--- src/logic/mcu_exec_pkg.sv ---
// constants and types shared by the instruction execute core
// assumes a single 20 MHz system clock and 16-bit program words
package mcu_exec_pkg;
  // ************************************************************
  // widths and timing
  // ************************************************************
  localparam int PC_W = 13;
  localparam int STACK_DEPTH = 8;
  localparam int SP_W = 3;
  // one instruction cycle is four system clocks
  localparam int CLKS_PER_CYCLE = 4;
  localparam logic [1:0] PH_FETCH = 2'h1;
  localparam logic [1:0] PH_LAST = 2'(CLKS_PER_CYCLE - 1);
  localparam logic [1:0] EXTRA_ONE = 2'h1;

  // ************************************************************
  // status bit positions and reset value
  // ************************************************************
  localparam int F_CARRY = 0;
  localparam int F_AUXC = 1;
  localparam int F_OVF = 2;
  localparam int F_ZERO = 3;
  localparam int F_PWDN = 4;
  localparam int F_TOUT = 5;
  localparam logic [5:0] STATUS_RST = 6'h00;

  // ************************************************************
  // special register addresses and table page
  // ************************************************************
  localparam logic [7:0] PCLOW_ADDR = 8'h06;
  localparam logic [7:0] TABLO_ADDR = 8'h07;
  localparam logic [7:0] TABRES_ADDR = 8'h08;
  localparam logic [7:0] TABHI_ADDR = 8'h1f;
  localparam logic [4:0] LAST_PAGE = 5'h1f;

  // ************************************************************
  // instruction classes in word bits 15..13
  // ************************************************************
  localparam logic [2:0] CLS_CALL = 3'h7;
  localparam logic [2:0] CLS_JMP = 3'h6;
  localparam logic [2:0] CLS_BIT = 3'h5;

  typedef enum logic [5:0] {
    OP_NOP, OP_ADD, OP_ADDM, OP_ADDI, OP_ADC, OP_ADCM, OP_SUB,
    OP_SUBM, OP_SUBI, OP_SBC, OP_SBCM, OP_DECADJ, OP_AND, OP_OR,
    OP_XOR, OP_ANDM, OP_ORM, OP_XORM, OP_ANDI, OP_ORI, OP_XORI,
    OP_CPL, OP_CPLA, OP_INC, OP_INCA, OP_DEC, OP_DECA, OP_RR,
    OP_RRA, OP_RRC, OP_RRCA, OP_RL, OP_RLA, OP_RLC, OP_RLCA,
    OP_MOVA, OP_MOVM, OP_MOVI, OP_SZ, OP_SKZMOV, OP_SKINC,
    OP_SKDEC, OP_SKINCA, OP_SKDECA, OP_RET, OP_RETA, OP_RETI,
    OP_TBLCUR, OP_TBLLAST, OP_CLR, OP_SET, OP_CLRWDT, OP_WDPRE1,
    OP_WDPRE2, OP_SWAP, OP_SWAPA, OP_HALT, OP_CLRB, OP_SETB,
    OP_SZB, OP_SNZB, OP_JMP, OP_CALL
  } op_t;

  typedef enum logic [2:0] {
    ALU_ADD, ALU_ADC, ALU_SUB, ALU_SBC, ALU_AND, ALU_OR, ALU_XOR
  } alu_op_t;
endpackage

--- src/logic/mcu_alu.sv ---
// eight-bit adder and logic unit of the execute core
// assumes operands are stable for the whole execute phase
`timescale 1ns/1ns
module mcu_alu (
  input wire logic [7:0] a,
  input wire logic [7:0] b,
  input wire logic cin,
  input wire mcu_exec_pkg::alu_op_t op,
  output logic [7:0] y,
  output logic c,
  output logic ac,
  output logic ov
);
  import mcu_exec_pkg::*;
  logic [7:0] bb;
  logic ci;
  logic [4:0] lo;
  logic [8:0] sum;

  // subtraction is a plus not b plus one, so carry set means no borrow
  always_comb begin
    bb = b;
    ci = 1'b0;
    case (op)
      ALU_ADC: ci = cin;
      ALU_SUB: begin
        bb = ~b;
        ci = 1'b1;
      end
      ALU_SBC: begin
        bb = ~b;
        ci = cin;
      end
      default: ci = 1'b0;
    endcase
    lo = {1'b0, a[3:0]} + {1'b0, bb[3:0]} + {4'h0, ci};
    sum = {1'b0, a} + {1'b0, bb} + {8'h00, ci};
    case (op)
      ALU_AND: y = a & b;
      ALU_OR: y = a | b;
      ALU_XOR: y = a ^ b;
      default: y = sum[7:0];
    endcase
    c = sum[8];
    ac = lo[4];
    ov = (a[7] == bb[7]) && (sum[7] != a[7]);
  end
endmodule

--- src/logic/mcu_instruction_execute.sv ---
// instruction decode and execute core of an 8-bit accumulator machine
// assumes program and data memories answer one clock after the address
`timescale 1ns/1ns
module mcu_instruction_execute (
  input wire logic clk,
  input wire logic rst_n,
  input wire logic [15:0] prog_data,
  input wire logic [7:0] data_rdata,
  input wire logic table_high_opt,
  input wire logic wdt_two_opt,
  input wire logic wdt_timeout,
  input wire logic wake,
  output logic [mcu_exec_pkg::PC_W-1:0] prog_addr,
  output logic [7:0] data_addr,
  output logic [7:0] data_wdata,
  output logic data_we,
  output logic [7:0] accumulator,
  output logic [5:0] status,
  output logic [7:0] table_pointer_low,
  output logic [4:0] table_pointer_high,
  output logic [7:0] table_result_high,
  output logic halted,
  output logic wdt_clear,
  output logic instr_done
);
  import mcu_exec_pkg::*;

  // ************************************************************
  // state
  // ************************************************************
  typedef struct packed {
    logic [1:0] ph;
    logic [PC_W-1:0] pc;
    logic [15:0] ir;
    logic [7:0] acc;
    logic [5:0] st;
    logic [7:0] tlo;
    logic [4:0] thi;
    logic [7:0] tres;
    logic [1:0] extra;
    logic tpend;
    logic halted;
    logic pre1;
    logic pre2;
    logic [PC_W-1:0] paddr;
    logic [7:0] daddr;
    logic [7:0] wdata;
    logic we;
    logic wclr;
    logic done;
    logic [1:0] opt_s1;
    logic [1:0] opt_s2;
  } core_t;
  core_t q;
  core_t d;

  function automatic op_t dec(input logic [15:0] w);
    case (w[15:13])
      CLS_CALL: return OP_CALL;
      CLS_JMP: return OP_JMP;
      CLS_BIT: return op_t'(6'(OP_CLRB) + {4'h0, w[12:11]});
      default: return op_t'(w[13:8]);
    endcase
  endfunction

  function automatic logic mem_dest(input op_t o);
    return o inside {OP_ADDM, OP_ADCM, OP_SUBM, OP_SBCM, OP_DECADJ,
      OP_ANDM, OP_ORM, OP_XORM, OP_CPL, OP_INC, OP_DEC, OP_RR,
      OP_RRC, OP_RL, OP_RLC, OP_MOVM, OP_CLRB, OP_SETB, OP_SKINC,
      OP_SKDEC, OP_SWAP, OP_CLR, OP_SET};
  endfunction

  function automatic logic acc_dest(input op_t o);
    return o inside {OP_ADD, OP_ADDI, OP_ADC, OP_SUB, OP_SUBI,
      OP_SBC, OP_AND, OP_OR, OP_XOR, OP_ANDI, OP_ORI, OP_XORI,
      OP_CPLA, OP_INCA, OP_DECA, OP_RRA, OP_RRCA, OP_RLA, OP_RLCA,
      OP_MOVA, OP_MOVI, OP_SKZMOV, OP_SKINCA, OP_SKDECA, OP_RETA,
      OP_SWAPA};
  endfunction

  op_t op;
  logic [7:0] m;
  logic [7:0] rd;
  logic [2:0] bi;
  logic [PC_W-1:0] pc1;
  logic [PC_W-1:0] pc_n;
  logic [PC_W-1:0] top;
  logic push;
  logic pop;
  alu_op_t alu_sel;
  logic [7:0] alu_b;
  logic [7:0] alu_y;
  logic alu_c;
  logic alu_ac;
  logic alu_ov;
  logic [4:0] lo5;
  logic [4:0] hi5;
  logic [7:0] daa_v;
  logic daa_c;
  logic [7:0] val;
  logic [1:0] ext;
  logic fz;
  logic fa;
  logic wr;
  logic skip;
  logic wd_hit;
  logic wd_first;

  assign op = dec(q.ir);
  assign m = q.ir[7:0];
  assign bi = q.ir[10:8];
  assign pc1 = q.pc + 13'h0001;

  // core-held special registers answer reads instead of the memory
  always_comb begin
    case (q.daddr)
      PCLOW_ADDR: rd = q.pc[7:0];
      TABLO_ADDR: rd = q.tlo;
      TABHI_ADDR: rd = {3'h0, q.thi};
      TABRES_ADDR: rd = q.tres;
      default: rd = data_rdata;
    endcase
  end

  // ************************************************************
  // operand steering and decimal adjust
  // ************************************************************
  always_comb begin
    alu_b = op inside {OP_ADDI, OP_SUBI, OP_ANDI, OP_ORI, OP_XORI} ?
      q.ir[7:0] : rd;
    case (op)
      OP_ADC, OP_ADCM: alu_sel = ALU_ADC;
      OP_SUB, OP_SUBI, OP_SUBM: alu_sel = ALU_SUB;
      OP_SBC, OP_SBCM: alu_sel = ALU_SBC;
      OP_AND, OP_ANDI, OP_ANDM: alu_sel = ALU_AND;
      OP_OR, OP_ORI, OP_ORM: alu_sel = ALU_OR;
      OP_XOR, OP_XORI, OP_XORM: alu_sel = ALU_XOR;
      default: alu_sel = ALU_ADD;
    endcase
    lo5 = {1'b0, q.acc[3:0]};
    if (q.acc[3:0] > 4'h9 || q.st[F_AUXC]) begin
      lo5 = lo5 + 5'h06;
    end
    hi5 = {1'b0, q.acc[7:4]} + {4'h0, lo5[4]};
    daa_c = q.st[F_CARRY];
    if (hi5 > 5'h09 || q.st[F_CARRY]) begin
      hi5 = hi5 + 5'h06;
      daa_c = 1'b1;
    end
    daa_v = {hi5[3:0], lo5[3:0]};
  end

  mcu_alu alu_u (
    .a(q.acc),
    .b(alu_b),
    .cin(q.st[F_CARRY]),
    .op(alu_sel),
    .y(alu_y),
    .c(alu_c),
    .ac(alu_ac),
    .ov(alu_ov)
  );

  mcu_stack stack_u (
    .clk(clk),
    .rst_n(rst_n),
    .push(push),
    .pop(pop),
    .din(pc1),
    .top(top)
  );

  // ************************************************************
  // sequencing and execute
  // ************************************************************
  always_comb begin
    d = q;
    d.opt_s1 = {table_high_opt, wdt_two_opt};
    d.opt_s2 = q.opt_s1;
    d.ph = q.ph + 2'h1;
    d.we = 1'b0;
    d.wclr = 1'b0;
    d.done = 1'b0;
    push = 1'b0;
    pop = 1'b0;
    val = rd;
    ext = 2'h0;
    fz = 1'b0;
    fa = 1'b0;
    wr = 1'b0;
    skip = 1'b0;
    wd_hit = 1'b0;
    wd_first = 1'b0;
    pc_n = pc1;
    if (q.halted) begin
      // clock is stopped: no phase advance until woken
      d.ph = 2'h0;
      d.halted = !wake;
    end else if (q.ph == PH_FETCH && q.extra == 2'h0) begin
      d.ir = prog_data;
      d.daddr = prog_data[7:0];
    end else if (q.ph == PH_LAST && q.extra != 2'h0) begin
      d.extra = q.extra - 2'h1;
      if (q.tpend) begin
        d.tres = prog_data[15:8];
        d.wdata = prog_data[7:0];
        d.we = 1'b1;
        d.tpend = 1'b0;
        d.paddr = q.pc;
      end
    end else if (q.ph == PH_LAST) begin
      case (op)
        OP_ADD, OP_ADDI, OP_ADC, OP_SUB, OP_SUBI, OP_SBC, OP_ADDM,
        OP_ADCM, OP_SUBM, OP_SBCM: begin
          val = alu_y;
          fz = 1'b1;
          fa = 1'b1;
        end
        OP_AND, OP_OR, OP_XOR, OP_ANDI, OP_ORI, OP_XORI, OP_ANDM,
        OP_ORM, OP_XORM: begin
          val = alu_y;
          fz = 1'b1;
        end
        OP_CPL, OP_CPLA: begin
          val = ~rd;
          fz = 1'b1;
        end
        OP_INC, OP_INCA: begin
          val = rd + 8'h01;
          fz = 1'b1;
        end
        OP_DEC, OP_DECA: begin
          val = rd - 8'h01;
          fz = 1'b1;
        end
        OP_DECADJ: begin
          val = daa_v;
          d.st[F_CARRY] = daa_c;
        end
        OP_RR, OP_RRA: val = {rd[0], rd[7:1]};
        OP_RL, OP_RLA: val = {rd[6:0], rd[7]};
        OP_RRC, OP_RRCA: begin
          val = {q.st[F_CARRY], rd[7:1]};
          d.st[F_CARRY] = rd[0];
        end
        OP_RLC, OP_RLCA: begin
          val = {rd[6:0], q.st[F_CARRY]};
          d.st[F_CARRY] = rd[7];
        end
        OP_MOVA: val = rd;
        OP_MOVM: val = q.acc;
        OP_MOVI: val = q.ir[7:0];
        OP_SWAP, OP_SWAPA: val = {rd[3:0], rd[7:4]};
        OP_CLR: val = 8'h00;
        OP_SET: val = 8'hff;
        OP_CLRB: val = rd & ~(8'h01 << bi);
        OP_SETB: val = rd | (8'h01 << bi);
        OP_SZ: skip = (rd == 8'h00);
        OP_SKZMOV: skip = (rd == 8'h00);
        OP_SZB: skip = !rd[bi];
        OP_SNZB: skip = rd[bi];
        OP_SKINC, OP_SKINCA: begin
          val = rd + 8'h01;
          skip = (val == 8'h00);
        end
        OP_SKDEC, OP_SKDECA: begin
          val = rd - 8'h01;
          skip = (val == 8'h00);
        end
        OP_JMP: begin
          pc_n = q.ir[PC_W-1:0];
          ext = EXTRA_ONE;
        end
        OP_CALL: begin
          push = 1'b1;
          pc_n = q.ir[PC_W-1:0];
          ext = EXTRA_ONE;
        end
        OP_RET, OP_RETI, OP_RETA: begin
          pop = 1'b1;
          pc_n = top;
          val = q.ir[7:0];
          ext = EXTRA_ONE;
        end
        OP_TBLCUR, OP_TBLLAST: begin
          d.tpend = 1'b1;
          ext = EXTRA_ONE;
        end
        OP_CLRWDT: begin
          d.wclr = 1'b1;
          d.st[F_PWDN] = 1'b0;
          d.st[F_TOUT] = 1'b0;
          d.pre1 = 1'b0;
          d.pre2 = 1'b0;
        end
        OP_WDPRE1, OP_WDPRE2: begin
          // with the two-preclear option on, repeating one preclear alone never clears the watchdog
          wd_first = (op == OP_WDPRE1);
          wd_hit = !q.opt_s2[0] || (wd_first ? q.pre2 : q.pre1);
          if (wd_hit) begin
            d.wclr = 1'b1;
            d.st[F_PWDN] = 1'b0;
            d.st[F_TOUT] = 1'b0;
            d.pre1 = 1'b0;
            d.pre2 = 1'b0;
          end else if (wd_first) begin
            d.pre1 = 1'b1;
          end else begin
            d.pre2 = 1'b1;
          end
        end
        OP_HALT: begin
          d.halted = 1'b1;
          d.wclr = 1'b1;
          d.st[F_PWDN] = 1'b1;
          d.st[F_TOUT] = 1'b0;
        end
        default: val = rd;
      endcase
      wr = mem_dest(op);
      if (fz) begin
        d.st[F_ZERO] = (val == 8'h00);
      end
      if (fa) begin
        d.st[F_CARRY] = alu_c;
        d.st[F_AUXC] = alu_ac;
        d.st[F_OVF] = alu_ov;
      end
      if (acc_dest(op)) begin
        d.acc = val;
      end
      if (skip) begin
        pc_n = q.pc + 13'h0002;
        ext = ext + EXTRA_ONE;
      end
      if (wr && m == PCLOW_ADDR) begin
        pc_n = {pc1[PC_W-1:8], val};
        ext = ext + EXTRA_ONE;
      end
      if (wr && m == TABLO_ADDR) begin
        d.tlo = val;
      end
      if (wr && m == TABHI_ADDR) begin
        d.thi = val[4:0];
      end
      d.pc = pc_n;
      d.extra = ext;
      d.wdata = val;
      d.we = wr;
      d.done = 1'b1;
      d.paddr = pc_n;
      if (op == OP_TBLLAST) begin
        d.paddr = {LAST_PAGE, q.tlo};
      end else if (op == OP_TBLCUR) begin
        d.paddr = q.opt_s2[1] ? {q.thi, q.tlo} : {q.pc[12:8], q.tlo};
      end
    end
    // a timeout in the cycle of a clear still gets recorded
    if (wdt_timeout) begin
      d.st[F_TOUT] = 1'b1;
    end
  end

  always_ff @(posedge clk or negedge rst_n) begin
    if (!rst_n) begin
      q <= '0;
    end else begin
      q <= d;
    end
  end

  assign prog_addr = q.paddr;
  assign data_addr = q.daddr;
  assign data_wdata = q.wdata;
  assign data_we = q.we;
  assign accumulator = q.acc;
  assign status = q.st;
  assign table_pointer_low = q.tlo;
  assign table_pointer_high = q.thi;
  assign table_result_high = q.tres;
  assign halted = q.halted;
  assign wdt_clear = q.wclr;
  assign instr_done = q.done;

  logic ex;
  assign ex = (q.ph == PH_LAST) && (q.extra == 2'h0) && !q.halted;
endmodule

--- src/logic/mcu_stack.sv ---
// return address stack of eight levels
// assumes push and pop are never asserted together
`timescale 1ns/1ns
module mcu_stack (
  input wire logic clk,
  input wire logic rst_n,
  input wire logic push,
  input wire logic pop,
  input wire logic [mcu_exec_pkg::PC_W-1:0] din,
  output logic [mcu_exec_pkg::PC_W-1:0] top
);
  import mcu_exec_pkg::*;
  typedef struct packed {
    logic [STACK_DEPTH-1:0][PC_W-1:0] mem;
    logic [SP_W-1:0] sp;
  } stk_t;
  stk_t q;
  stk_t d;

  // a ninth push wraps and overwrites the oldest entry
  always_comb begin
    d = q;
    if (push) begin
      d.mem[q.sp] = din;
      d.sp = q.sp + 3'h1;
    end else if (pop) begin
      d.sp = q.sp - 3'h1;
    end
  end

  always_ff @(posedge clk or negedge rst_n) begin
    if (!rst_n) begin
      q <= '0;
    end else begin
      q <= d;
    end
  end

  assign top = q.mem[q.sp - 3'h1];
endmodule

--- config.mk ---
export PLATFORM = sky130hd
export DESIGN_NAME = mcu_instruction_execute
export DESIGN_NICKNAME = d
export VERILOG_FILES = /design/src/logic/mcu_exec_pkg.sv /design/src/logic/mcu_alu.sv /design/src/logic/mcu_instruction_execute.sv /design/src/logic/mcu_stack.sv
export SDC_FILE = /design/constraint.sdc
export NUM_CORES = 1
export LEC_CHECK = 0
export BUFFER_PORTS_ARGS = -buffer_cell sky130_fd_sc_hd__clkbuf_2
export CORE_MARGIN = 8
export CORE_UTILIZATION = 55
export CTS_CLUSTER_DIAMETER = 100
export DETAILED_ROUTE_END_ITERATION = 10
export GPL_TIMING_DRIVEN = 0
export PLACE_DENSITY = 0.73
export SYNTH_ARGS = -nofsm -noshare
export SYNTH_HDL_FRONTEND = slang
export SYNTH_HIERARCHICAL = 1
export SYNTH_SLANG_ARGS = --single-unit
--- constraint.sdc ---
create_clock -name clk -period 6.4 [get_ports clk]
set_input_delay 1.28 -clock clk [delete_from_list [all_inputs] [get_ports clk]]
set_output_delay 1.28 -clock clk [all_outputs]
set_load 0.005 [all_outputs]
==> out/metrics.cfg, run 1 <==
[sta]
finalCritPeriodShare = 0.943
setup_viol = 0
final.min_clock_period_ps = 6040
hold_slack_ps = 353
max_freq_mhz = 166
max_slew.worst_pin.slew_ps = 1380
finalHoldViolCount = 0
relSlewSlack = 0.0786
grt_setup_unrepaired = no
fin_worst_skew_ps = 11.5
drv_slew = 0

[global_routing]
grt_pass1_wl_um = 78200
antenna_found_initial = 0
grt_overflow = 0
grt_start_max_net_pins = 84
grt_pass1_vias = 13300
grt.total_usage = 0.302

[synth]
synth_area_sq_um = 14700
avgSynthCellArea_sq_um = 9.39
ys_seq_area_frac = 0.351
netlist_instances = 1570
synth-edff-count = 0
ys_async_sr_fraction = 1.00
synth_top_area_cell = dfrtp_1
synth_seq_cells = 207
synth.net_count = 1647
yosysTopAreaCellShare = 0.351
synthFlopType = dfrtp_1
yosys-top-cells-area = dfrtp_1 (35%), mux2_2 (11%), mux2i_1 (5.1%)
ys_types = 91
ys_warn_count = 6

[die]
io_pins = 98
row_count = 60
start_util = 0.553
chipHeight_um = 180
core_area_sq_um = 26700
chipWidth_um = 180
dieArea_sq_um = 32300

[drt]
drt_wl_total_um = 50400
drc = 1
vias_per_cell = 6.53
dr_total_vias = 13400
drt_iter0_drc = 1653
firstDrtPassIters = 11
wl_per_cell_um = 24.5
drtAntennaViolNets = 0

[min_path]
hold_start = d[1]$_DFF_PN0_
hold_depth = 0
whs_endpoint = q[1]$_DFF_PN0_
hold_class = flip-flop to flip-flop

[setup_path]
cp-startpoint = bi[0]$_DFFE_PN0P_
end_kind = flip-flop
r2r_slack_ps = 360
cp_top_family = compound AO/OA/AOI/OAI gates
cp_max_fo = 10
reg2reg_depth = 23
worstPathRequired_ps = 6830
crit_buf_inv = 6
start_kind = flip-flop
critical_path.max_stage_delay_ps = 760
crit_chain = clkbuf_1 -> o22ai_2 -> inv_1 -> ha_1 -> clkbuf_1 -> nand3_1 -> a31oi_1 -> nand2b_1 -> buf_2 -> xnor2_1 -> fa_1 -> inv_1 -> fa_1 -> nor2b_4 -> o31a_1 -> o211ai_1 -> o31ai_1 -> a2bb2oi_1 -> a211oi_2 -> o211ai_1 -> buf_4 -> a221oi_1 -> nor2_1
crit_type = flip-flop to flip-flop
critPathSlowestCell = a31oi_1
timing.rr.end = data_wdata[6]$_DFFE_PN0P_
r2r_start = bi[0]$_DFFE_PN0P_
cp_data_arrival_time_ps = 6470

[layout]
finish.utilization = 0.626
fin_nets = 1775
area_delta_synth_final_pct = 13.1
drive_above_1_share = 0.259
antenna_cells = 0
num-fill-cells = 2246
stdcell_area_sq_um = 16700

[power]
p_clk_frac = 0.140
peakVddDrop_uv = 266
p_sw_mw = 5.47
seq_power_share = 0.189
power_density_nw_per_um2 = 638
switching_share = 0.514
internal_power_mw = 5.17
pwr-share-comb = 0.671
leakagePower_nw = 7.72

[cts]
cts_root_buffer = clkbuf_16
cts.sinks = 207
cts_made_buffers = 24
htreeDepth = 1
cts_tree = built
clk_pin_slew_ps = 60
cts.path.max_buffers = 3
clk_latency_ps = 550

[place]
place_area_sq_um = 15700
place_congestion = 0.966
io_buffers = 97
detailed_place_hpwl_um = 37600

[outcome]
violations = design-rule violations
outcome = finished with violations

[job]
maxCapViolCount = 0

==> per-stage QoR <==
step | cells | setup WS (ps) | power [mW] | setup TNS (ps)
finish | 2056 | 364 | 10.6 | 0
global route | 2056 | 35.1 | 11.3 | 0
CTS | 2053 | 14.7 | 10.3 | 0
detailed placement | 2011 | -588 | 8.78 | -9440
global placement | 2008 | -596 | 8.72 | -10220
floorplan | 1570 | 1190 | 6.53 | 0
==> layout by cell type (no fill, tap or decap), types with 11 or more instances in the layout <==
cell and instances:
mux2i_1 75, ha_1 44, xnor2_1 30, nand4_1 12, clkbuf_16 24, nor3_1 31, a211oi_1 11, o211ai_1 14
a221oi_1 18, mux2_2 148, a21oi_1 75, o22ai_1 21, buf_4 75, o21ai_0 49, dfrtp_1 207, nand2b_1 20
a21o_1 14, xor2_1 12, nand3_1 88, and4_1 15, nor2_1 115, o21ai_1 15, nand2_1 98, buf_2 23
inv_1 54, clkbuf_2 101, a22oi_1 22, clkbuf_1 54, a31oi_1 15
==> per-layer routing <==
metal  global-route usage  vias up  wire, um
met2                0.492      674     23400
met1                0.390     6622     20400
met4                0.137        0      2600
met3               0.0486      165      4020
met5                    0        -         0
li1                     -     5955         -
==> cells in the mapped netlist, drive strengths merged (5+ instances only) <==
| cell | number |
|---|---|
| a2111oi | 5 |
| a211oi | 13 |
| a21o | 14 |
| a21oi | 76 |
| a221o | 8 |
| a221oi | 21 |
| a22o | 8 |
| a22oi | 22 |
| a2bb2oi | 6 |
| a31oi | 16 |
| and2 | 7 |
| and3 | 8 |
| and4 | 15 |
| buf | 105 |
| clkbuf | 58 |
| dfrtp | 207 |
| ha | 45 |
| inv | 58 |
| mux2 | 158 |
| mux2i | 75 |
| nand2 | 99 |
| nand2b | 20 |
| nand3 | 90 |
| nand3b | 7 |
| nand4 | 12 |
| nor2 | 116 |
| nor2b | 11 |
| nor3 | 32 |
| nor4 | 6 |
| o211ai | 14 |
| o21a | 7 |
| o21ai | 65 |
| o221ai | 10 |
| o22ai | 22 |
| o31ai | 7 |
| or2 | 9 |
| or3 | 10 |
| or4 | 6 |
| xnor2 | 31 |
| xor2 | 13 |
==> worst max path at each step <==
stage / end / depth (start not counted)
after floorplan: data_wdata[6]$_DFFE_PN0P_ / 26
after global placement: data_wdata[6]$_DFFE_PN0P_ / 26
after detailed placement: data_wdata[6]$_DFFE_PN0P_ / 25
after CTS: data_wdata[6]$_DFFE_PN0P_ / 27
after global routing: data_wdata[6]$_DFFE_PN0P_ / 25
final: data_wdata[6]$_DFFE_PN0P_ / 23
==> timing repair <==
| action | in CTS | in global routing |
|---|---|---|
| pin swaps | 0 | 3 |
| setup buffers | 0 | 3 |
| endpoints found under the setup margin | 34 | 36 |
| hold buffers | 0 | 0 |
| resized for setup | 7 | 17 |
==> cell type report <==
type / count / area, sq um / area share
plain buffers: 162 / 950 / 0.0570
clock buffers: 31 / 667 / 0.0400
clock inverters: 12 / 195 / 0.0117
inverters: 58 / 218 / 0.0131
multi-input cells: 1142 / 8460 / 0.507
flip-flops and latches: 207 / 5180 / 0.311
well taps: 341 / 427 / 0.0256
repair buffers: 103 / 577 / 0.0346
==> power groups by stage <==
stage	Sequential [mW]	Combinational [mW]	Clock, mW
6_report	2.01	7.14	1.49
5_1_grt	2.04	7.66	1.54
4_1_cts	2.00	6.83	1.51
3_5_place_dp	2.02	6.76	0
3_3_place_gp	2.00	6.72	0
2_1_floorplan	1.85	4.68	0
==> cell families (layout without fill, tap and decap cells) <==
family                   after synthesis  count (layout)  synth area share
AND/OR/NAND/NOR                      461             461             0.159
AO/OA/AOI/OAI                        357             357             0.169
multiplexers                         233             233             0.174
buffers and inverters                221             366            0.0788
flip-flops                           207             207             0.351
adder cells (fa/ha/maj)               47              47            0.0409
XOR/XNOR                              44              44            0.0272
==> flip-flops by register name, indices dropped and copies added, names as in the netlist, 2 cells and up <==
register and flops:
bi 3, table_result_high 8, data_wdata 8, d 2, accumulator 8, table_pointer_low 8, table_pointer_high 5, q 27
prog_addr 13, m 8, status 6, stack_u/q 107
Note: power is estimated with default switching activity, not from simulation.
==> run 2: changes to the inputs <==
--- a/config.mk
+++ b/config.mk
@@ -6,12 +6,14 @@
 export NUM_CORES = 1
 export LEC_CHECK = 0
 export BUFFER_PORTS_ARGS = -buffer_cell sky130_fd_sc_hd__clkbuf_2
+export CORE_ASPECT_RATIO = 1.4
 export CORE_MARGIN = 8
 export CORE_UTILIZATION = 55
 export CTS_CLUSTER_DIAMETER = 100
 export DETAILED_ROUTE_END_ITERATION = 10
 export GPL_TIMING_DRIVEN = 0
 export PLACE_DENSITY = 0.73
+export REMOVE_ABC_BUFFERS = 1
 export SYNTH_ARGS = -nofsm -noshare
 export SYNTH_HDL_FRONTEND = slang
 export SYNTH_HIERARCHICAL = 1
==> out/metrics.cfg, run 2 (synthesized netlist as in run 1, its figures left out) <==
[outcome]
outcome = finished clean

[place]
place_congestion = 0.997  ; +3.2%
detailed_place_hpwl_um = 35000  ; -6.8%
io_buffers = 97  ; unchanged

[setup_path]
cp_data_arrival_time_ps = 6430  ; -40 ps
reg2reg_depth = 20  ; -13%
start_kind = flip-flop
r2r_start = q[89]$_DFFE_PN0P_
cp_max_fo = 20  ; +10
crit_type = flip-flop to flip-flop
worstPathRequired_ps = 6810  ; -20 ps
r2r_slack_ps = 370  ; about the same
end_kind = flip-flop
timing.rr.end = prog_addr[3]$_DFFE_PN0P_

[drt]
firstDrtPassIters = 7  ; -4
drt_wl_total_um = 48600  ; -3.5%
drtAntennaViolNets = 0  ; unchanged
drc = 0  ; -1
wl_per_cell_um = 25.8  ; +5.2%
drt_iter0_drc = 1075  ; -35%
vias_per_cell = 6.72  ; +3.0%
dr_total_vias = 12700  ; -5.5%

[layout]
drive_above_1_share = 0.228  ; -0.0310
largest_register_ffs = 107  ; unchanged
area_delta_synth_final_pct = 6.65
mostFrequentLayoutCell = dfrtp_1
antenna_cells = 0  ; unchanged
final_cell_mix = dfrtp_1 (205), mux2_2 (148), nor2_1 (115)
fin_nets = 1619  ; -8.8%
regMostFlops = stack_u/q
finish.utilization = 0.590  ; -0.0359

[sta]
drv_slew = 0  ; unchanged
setup_viol = 0  ; unchanged
max_freq_mhz = 166  ; +0.18%
relSlewSlack = 0.0922  ; +0.0136
finalCritPeriodShare = 0.941  ; -0.00168
fin_worst_skew_ps = 9.63  ; -1.84 ps
finalHoldViolCount = 0  ; unchanged
max_slew.worst_pin.slew_ps = 1360  ; -20.3 ps
final.min_clock_period_ps = 6030  ; -10.8 ps
grt_setup_unrepaired = no

[die]
row_count = 71  ; +18%
chipHeight_um = 210  ; +17%
core_area_sq_um = 26700  ; unchanged
dieArea_sq_um = 32400  ; +0.23%
chipWidth_um = 154  ; -14%
io_pins = 98  ; unchanged
start_util = 0.553  ; unchanged

[global_routing]
grt_overflow = 0  ; unchanged
grt_pass1_wl_um = 74700  ; -4.4%
grt.total_usage = 0.297  ; -0.00500
antenna_found_initial = 0  ; unchanged
grt_start_max_net_pins = 119  ; +42%
grt_pass1_vias = 12700  ; -4.5%

[cts]
cts.path.max_buffers = 3  ; unchanged
cts_tree = built
htreeDepth = 1  ; unchanged
cts_root_buffer = clkbuf_16
clk_pin_slew_ps = 60  ; about the same
cts_made_buffers = 23  ; -4.2%
clk_latency_ps = 540  ; about the same
cts.sinks = 207  ; unchanged

[min_path]
hold_class = flip-flop to flip-flop
hold_start = d[0]$_DFF_PN0_
hold_depth = 0  ; unchanged
whs_endpoint = q[0]$_DFF_PN0_

[power]
fin_total_pwr_mw = 9.96  ; -6.3%
peakVddDrop_uv = 325  ; +22%
power_density_nw_per_um2 = 634  ; -0.60%
leakagePower_nw = 7.15  ; -7.4%

[job]
maxCapViolCount = 0  ; unchanged

==> run 2: power breakdown <==
part / total, mW / internal, mW / switching [mW]
combinational: 6.36 / 2.37 / 3.99
sequential: 2.33 / 1.63 / 0.696
clock: 1.28 / 0.727 / 0.550
total: 9.96 / 4.73 / 5.23
==> run 2: what timing repair did <==
item                       4_1_cts  5_1_grt
resized for setup                9        6
pin swaps                        0        1
setup buffers                    0        1
cloned                           0        0
setup endpoints to repair       47       33
hold buffers                     0        0
==> run 2: metal layers <==
metal / up-vias / GRT usage / part of all wire
li1: 5628 / - / -
met1: 6183 / 0.324 / 0.35
met2: 642 / 0.512 / 0.49
met3: 222 / 0.0529 / 0.075
met4: 0 / 0.213 / 0.080
met5: - / 0 / 0
==> run 2: worst max-delay path by stage <==
stage	startpoint	endpoint	slack, ps	cells after the start
2_1_floorplan	q[89]$_DFFE_PN0P_	data_wdata[6]$_DFFE_PN0P_	550	21
3_3_place_gp	q[89]$_DFFE_PN0P_	data_wdata[6]$_DFFE_PN0P_	-1710	21
3_5_place_dp	q[89]$_DFFE_PN0P_	data_wdata[6]$_DFFE_PN0P_	-1070	22
4_1_cts	q[91]$_DFFE_PN0P_	data_wdata[6]$_DFFE_PN0P_	10	23
5_1_grt	q[89]$_DFFE_PN0P_	data_wdata[6]$_DFFE_PN0P_	80	23
6_report	q[89]$_DFFE_PN0P_	prog_addr[3]$_DFFE_PN0P_	370	20
==> run 2: per-stage QoR <==
step	setup WS (ps)	hold WS, ps	std cells	cell area [sq um]	TNS [ps]
2_1_floorplan	555	331	1407	13800	0
3_3_place_gp	-1710	331	1832	14700	-60350
3_5_place_dp	-1070	336	1842	14900	-26820
4_1_cts	11.1	349	1883	15600	0
5_1_grt	79.8	351	1886	15700	0
6_report	375	347	1886	15700	0
==> run 2: critical path: stages, from the launching register on <==
cell and delay, ps:
dfrtp_4 620, ha_1 330, nor2_1 110, nor2_1 60
a21oi_2 230, ha_1 630, nand3_1 300, a31oi_2 320
buf_6 240, nand2b_2 220, xnor2_1 200, fa_1 460
a21o_1 210, a21oi_1 190, xor2_1 190, a22oi_1 120
a221oi_1 340, a31oi_2 320, and2_1 260, a2111oi_0 440
nor2_1 100
==> run 2: cell type report <==
class / instances / area, sq um
Clock buffer: 34 / 667
Clock inverter: 7 / 57.6
Fill cell: 2288 / 10900
Inverter: 58 / 218
Multi-Input combinational cell: 1142 / 8510
Sequential cell: 207 / 5180
Tap cell: 328 / 410
Timing Repair Buffer: 110 / 668
==> run 3: changes to the inputs <==
--- a/config.mk
+++ b/config.mk
@@ -5,16 +5,15 @@
 export SDC_FILE = /design/constraint.sdc
 export NUM_CORES = 1
 export LEC_CHECK = 0
-export BUFFER_PORTS_ARGS = -buffer_cell sky130_fd_sc_hd__clkbuf_2
 export CORE_ASPECT_RATIO = 1.4
-export CORE_MARGIN = 8
+export CORE_MARGIN = 3
 export CORE_UTILIZATION = 55
 export CTS_CLUSTER_DIAMETER = 100
 export DETAILED_ROUTE_END_ITERATION = 10
+export DONT_BUFFER_PORTS = 1
 export GPL_TIMING_DRIVEN = 0
-export PLACE_DENSITY = 0.73
+export PLACE_DENSITY = 0.7
 export REMOVE_ABC_BUFFERS = 1
 export SYNTH_ARGS = -nofsm -noshare
 export SYNTH_HDL_FRONTEND = slang
-export SYNTH_HIERARCHICAL = 1
 export SYNTH_SLANG_ARGS = --single-unit
==> out/metrics.cfg, run 3 <==
[place]
detailed_place_hpwl_um = 32900  ; -6.1%
io_buffers = 0  ; -100%
place_congestion = 1.02  ; +2.7%
place_area_sq_um = 13900  ; -7.0%

[drt]
wl_met1_um = 17100  ; -0.82%
drt_wl_total_um = 46500  ; -4.4%
routed-wl-met3_um = 3320  ; -9.1%
drc = 0  ; unchanged
wl_per_cell_um = 25.7  ; -0.36%
top_layer_used = met4
drt_iter0_drc = 1209  ; +12%
met2_length_um = 22800  ; -4.4%
dr_total_vias = 12400  ; -2.0%
firstDrtPassIters = 7  ; unchanged
vias_per_cell = 6.86  ; +2.1%
drtAntennaViolNets = 0  ; unchanged

[job]
maxCapViolCount = 0  ; unchanged

[layout]
fin_nets = 1554  ; -4.0%
area_delta_synth_final_pct = 2.47
finish.utilization = 0.578  ; -0.0122
regMostFlops = stack_u.q
mostFrequentLayoutCell = nand2_1
stdcell_area_sq_um = 14800  ; -6.1%
final_cell_mix = nand2_1 (221), dfrtp_1 (201), o21ai_0 (149)
drive_above_1_share = 0.119  ; -0.110
largest_register_ffs = 107  ; unchanged
num-fill-cells = 2278  ; -0.44%

[cts]
cts.path.max_buffers = 3  ; unchanged
cts_root_buffer = clkbuf_16
clk_latency_ps = 530  ; about the same
htreeDepth = 1  ; unchanged
cts.sinks = 207  ; unchanged
cts_tree = built
postCtsHoldBufs = 0  ; unchanged
clk_pin_slew_ps = 60  ; about the same
cts_made_buffers = 22  ; -4.3%

[sta]
finalHoldViolCount = 0  ; unchanged
final.min_clock_period_ps = 6190  ; +166 ps
max_freq_mhz = 162  ; -2.7%
relSlewSlack = 0.0681  ; -0.0241
setup_viol = 0  ; unchanged
drv_slew = 0  ; unchanged
finalCritPeriodShare = 0.967  ; +0.0260
fin_worst_skew_ps = 24.8  ; +15.1 ps
setup-tns-final_ps = 0  ; unchanged
max_slew.worst_pin.slew_ps = 1390  ; +31.2 ps

[setup_path]
crit_buf_inv = 0  ; -1
critPathSlowestCell = o311ai_0
cp_top_family = compound AO/OA/AOI/OAI gates
crit_top_cell = nor2_1
critical_path.max_stage_delay_ps = 960  ; +330 ps
crit_chain = ha_1 -> and3b_1 -> o21a_1 -> o311ai_0 -> nand3_2 -> mux2i_1 -> nor2_1 -> fa_1 -> a21oi_1 -> nand4b_1 -> a21boi_0 -> o21ai_0 -> nand2b_1 -> xor2_1 -> o211ai_1 -> a32o_1 -> nor2_1 -> nor2_1 -> a21oi_1
end_kind = flip-flop
cp_data_arrival_time_ps = 6620  ; +190 ps
start_kind = flip-flop
crit_type = flip-flop to flip-flop
r2r_slack_ps = 210  ; -170 ps
worstPathRequired_ps = 6820  ; about the same
cp_max_fo = 21  ; +5.0%

[die]
io_pins = 98  ; unchanged
chipWidth_um = 143  ; -7.5%
start_util = 0.564  ; +0.0107
core_area_sq_um = 25600  ; -4.1%
dieArea_sq_um = 28200  ; -13%
chipHeight_um = 197  ; -5.8%
row_count = 69  ; -2.8%

[synth]
netlist_instances = 1623  ; +3.4%
ys_async_sr_fraction = 1.00  ; unchanged
synth-edff-count = 0  ; unchanged
ys_types = 97  ; +6.6%
ys_warn_count = 0  ; -6
synthTopCellsByCount = nand2_1 (221), dfrtp_1 (207), o21ai_0 (150)
synth_seq_cells = 207  ; unchanged
synth_top_area_cell = dfrtp_1
synth_area_sq_um = 14400  ; -2.3%
yosys-top-cells-area = dfrtp_1 (36%), nand2_1 (5.8%), o21ai_0 (5.2%)
yosysTopAreaCellShare = 0.360  ; +0.00812
ys_seq_area_frac = 0.360  ; +0.00812
avgSynthCellArea_sq_um = 8.88  ; -5.4%
synth_most_common_cell = nand2_1
synthFlopType = dfrtp_1

[power]
peakVddDrop_uv = 261  ; -20%
p_sw_mw = 4.61  ; -12%
power_density_nw_per_um2 = 594  ; -6.2%
internal_power_mw = 4.16  ; -12%
p_clk_frac = 0.155  ; +0.027
leakagePower_nw = 5.99  ; -16%
seq_power_share = 0.265  ; +0.032
pwr-share-comb = 0.580  ; -0.058
switching_share = 0.525  ; about the same

[global_routing]
grt_pass1_wl_um = 70700  ; -5.4%
grt.total_usage = 0.323  ; +0.0264
antenna_found_initial = 2  ; +2
grt_overflow = 0  ; unchanged
grt_pass1_vias = 12000  ; -5.9%
grt_start_max_net_pins = 208  ; +75%

[outcome]
outcome = finished clean

[min_path]
hold_class = flip-flop to flip-flop

[run 3: kinds of logic (layout without fill, tap and decap cells)]
| family | after synthesis | count (layout) | synth area share |
|---|---|---|---|
| mux | 107 | 107 | 0.102 |
| flops | 207 | 207 | 0.360 |
| fa+ha+maj | 48 | 48 | 0.0427 |
| compound gates | 456 | 456 | 0.210 |
| other cells | 0 | 1 | 0 |
| xor+xnor | 48 | 48 | 0.0292 |
| buf+inv | 229 | 96 | 0.0814 |
| simple gates | 528 | 528 | 0.175 |
[run 3: power groups by stage]
stage / clock network, mW / registers (mW) / logic (mW)
global placement: 0 / 2.34 / 4.62
finish: 1.36 / 2.32 / 5.09
detailed placement: 0 / 2.32 / 4.72
floorplan: 0 / 2.03 / 3.25
CTS: 1.37 / 2.30 / 4.88
global route: 1.42 / 2.35 / 5.42
[run 3: layout make-up]
class / count / area (sq um) / share of cell area
multi-input combinational: 1187 / 8150 / 0.552
sequential: 207 / 5190 / 0.351
clock buffer: 29 / 617 / 0.0418
tap: 319 / 399 / 0.0270
inverter: 51 / 194 / 0.0131
clock inverter: 9 / 149 / 0.0101
timing repair buffer: 7 / 65.1 / 0.00441
antenna: 1 / 2.50 / 0.000170
[run 3: stage by stage]
step	setup WS (ps)	total power [mW]	cells	hold slack, ps
floorplan	1050	5.27	1445	331
global placement	-1190	6.96	1764	334
detailed placement	-1180	7.03	1766	335
CTS	2.36	8.55	1808	348
global route	-34.5	9.20	1809	360
finish	209	8.77	1810	347
[run 3: repair_timing]
| item | CTS | global route |
|---|---|---|
| setup buffers | 4 | 0 |
| endpoints found under the setup margin | 36 | 24 |
| endpoints found under the hold margin | 0 | 0 |
| pin swaps | 2 | 0 |
| resized for setup | 11 | 11 |
[run 3: worst register-to-register path, cell delays in order (launching register included)]
cell	delay [ps]
dfrtp_2	650
ha_1	260
and3b_1	210
o21a_1	290
o311ai_0	960
nand3_2	420
mux2i_1	210
nor2_1	440
fa_1	320
a21oi_1	100
nand4b_1	210
a21boi_0	300
o21ai_0	150
nand2b_1	150
xor2_1	180
o211ai_1	230
a32o_1	330
nor2_1	320
nor2_1	200
a21oi_1	180
[run 3: worst paths after layout]
path / start / to / cells past startpoint
hold / removal: d[0]$_DFF_PN0_ / q[0]$_DFF_PN0_ / 0
hold reg to reg: d[0]$_DFF_PN0_ / q[0]$_DFF_PN0_ / 0
setup / recovery: q[88]$_DFFE_PN0P_ / accumulator[7]$_DFFE_PN0P_ / 19
setup reg to reg: q[88]$_DFFE_PN0P_ / accumulator[7]$_DFFE_PN0P_ / 19
max in group asynchronous: rst_n / data_wdata[2]$_DFFE_PN0P_ / 0
min in group asynchronous: rst_n / status[1]$_DFFE_PN0P_ / 0
[run 3: per-layer routing]
layer  vias to the layer above  global-route usage
met4                         0               0.188
met1                      6099               0.383
met5                         -                   0
met3                       180              0.0579
li1                       5541                   -
met2                       599               0.546
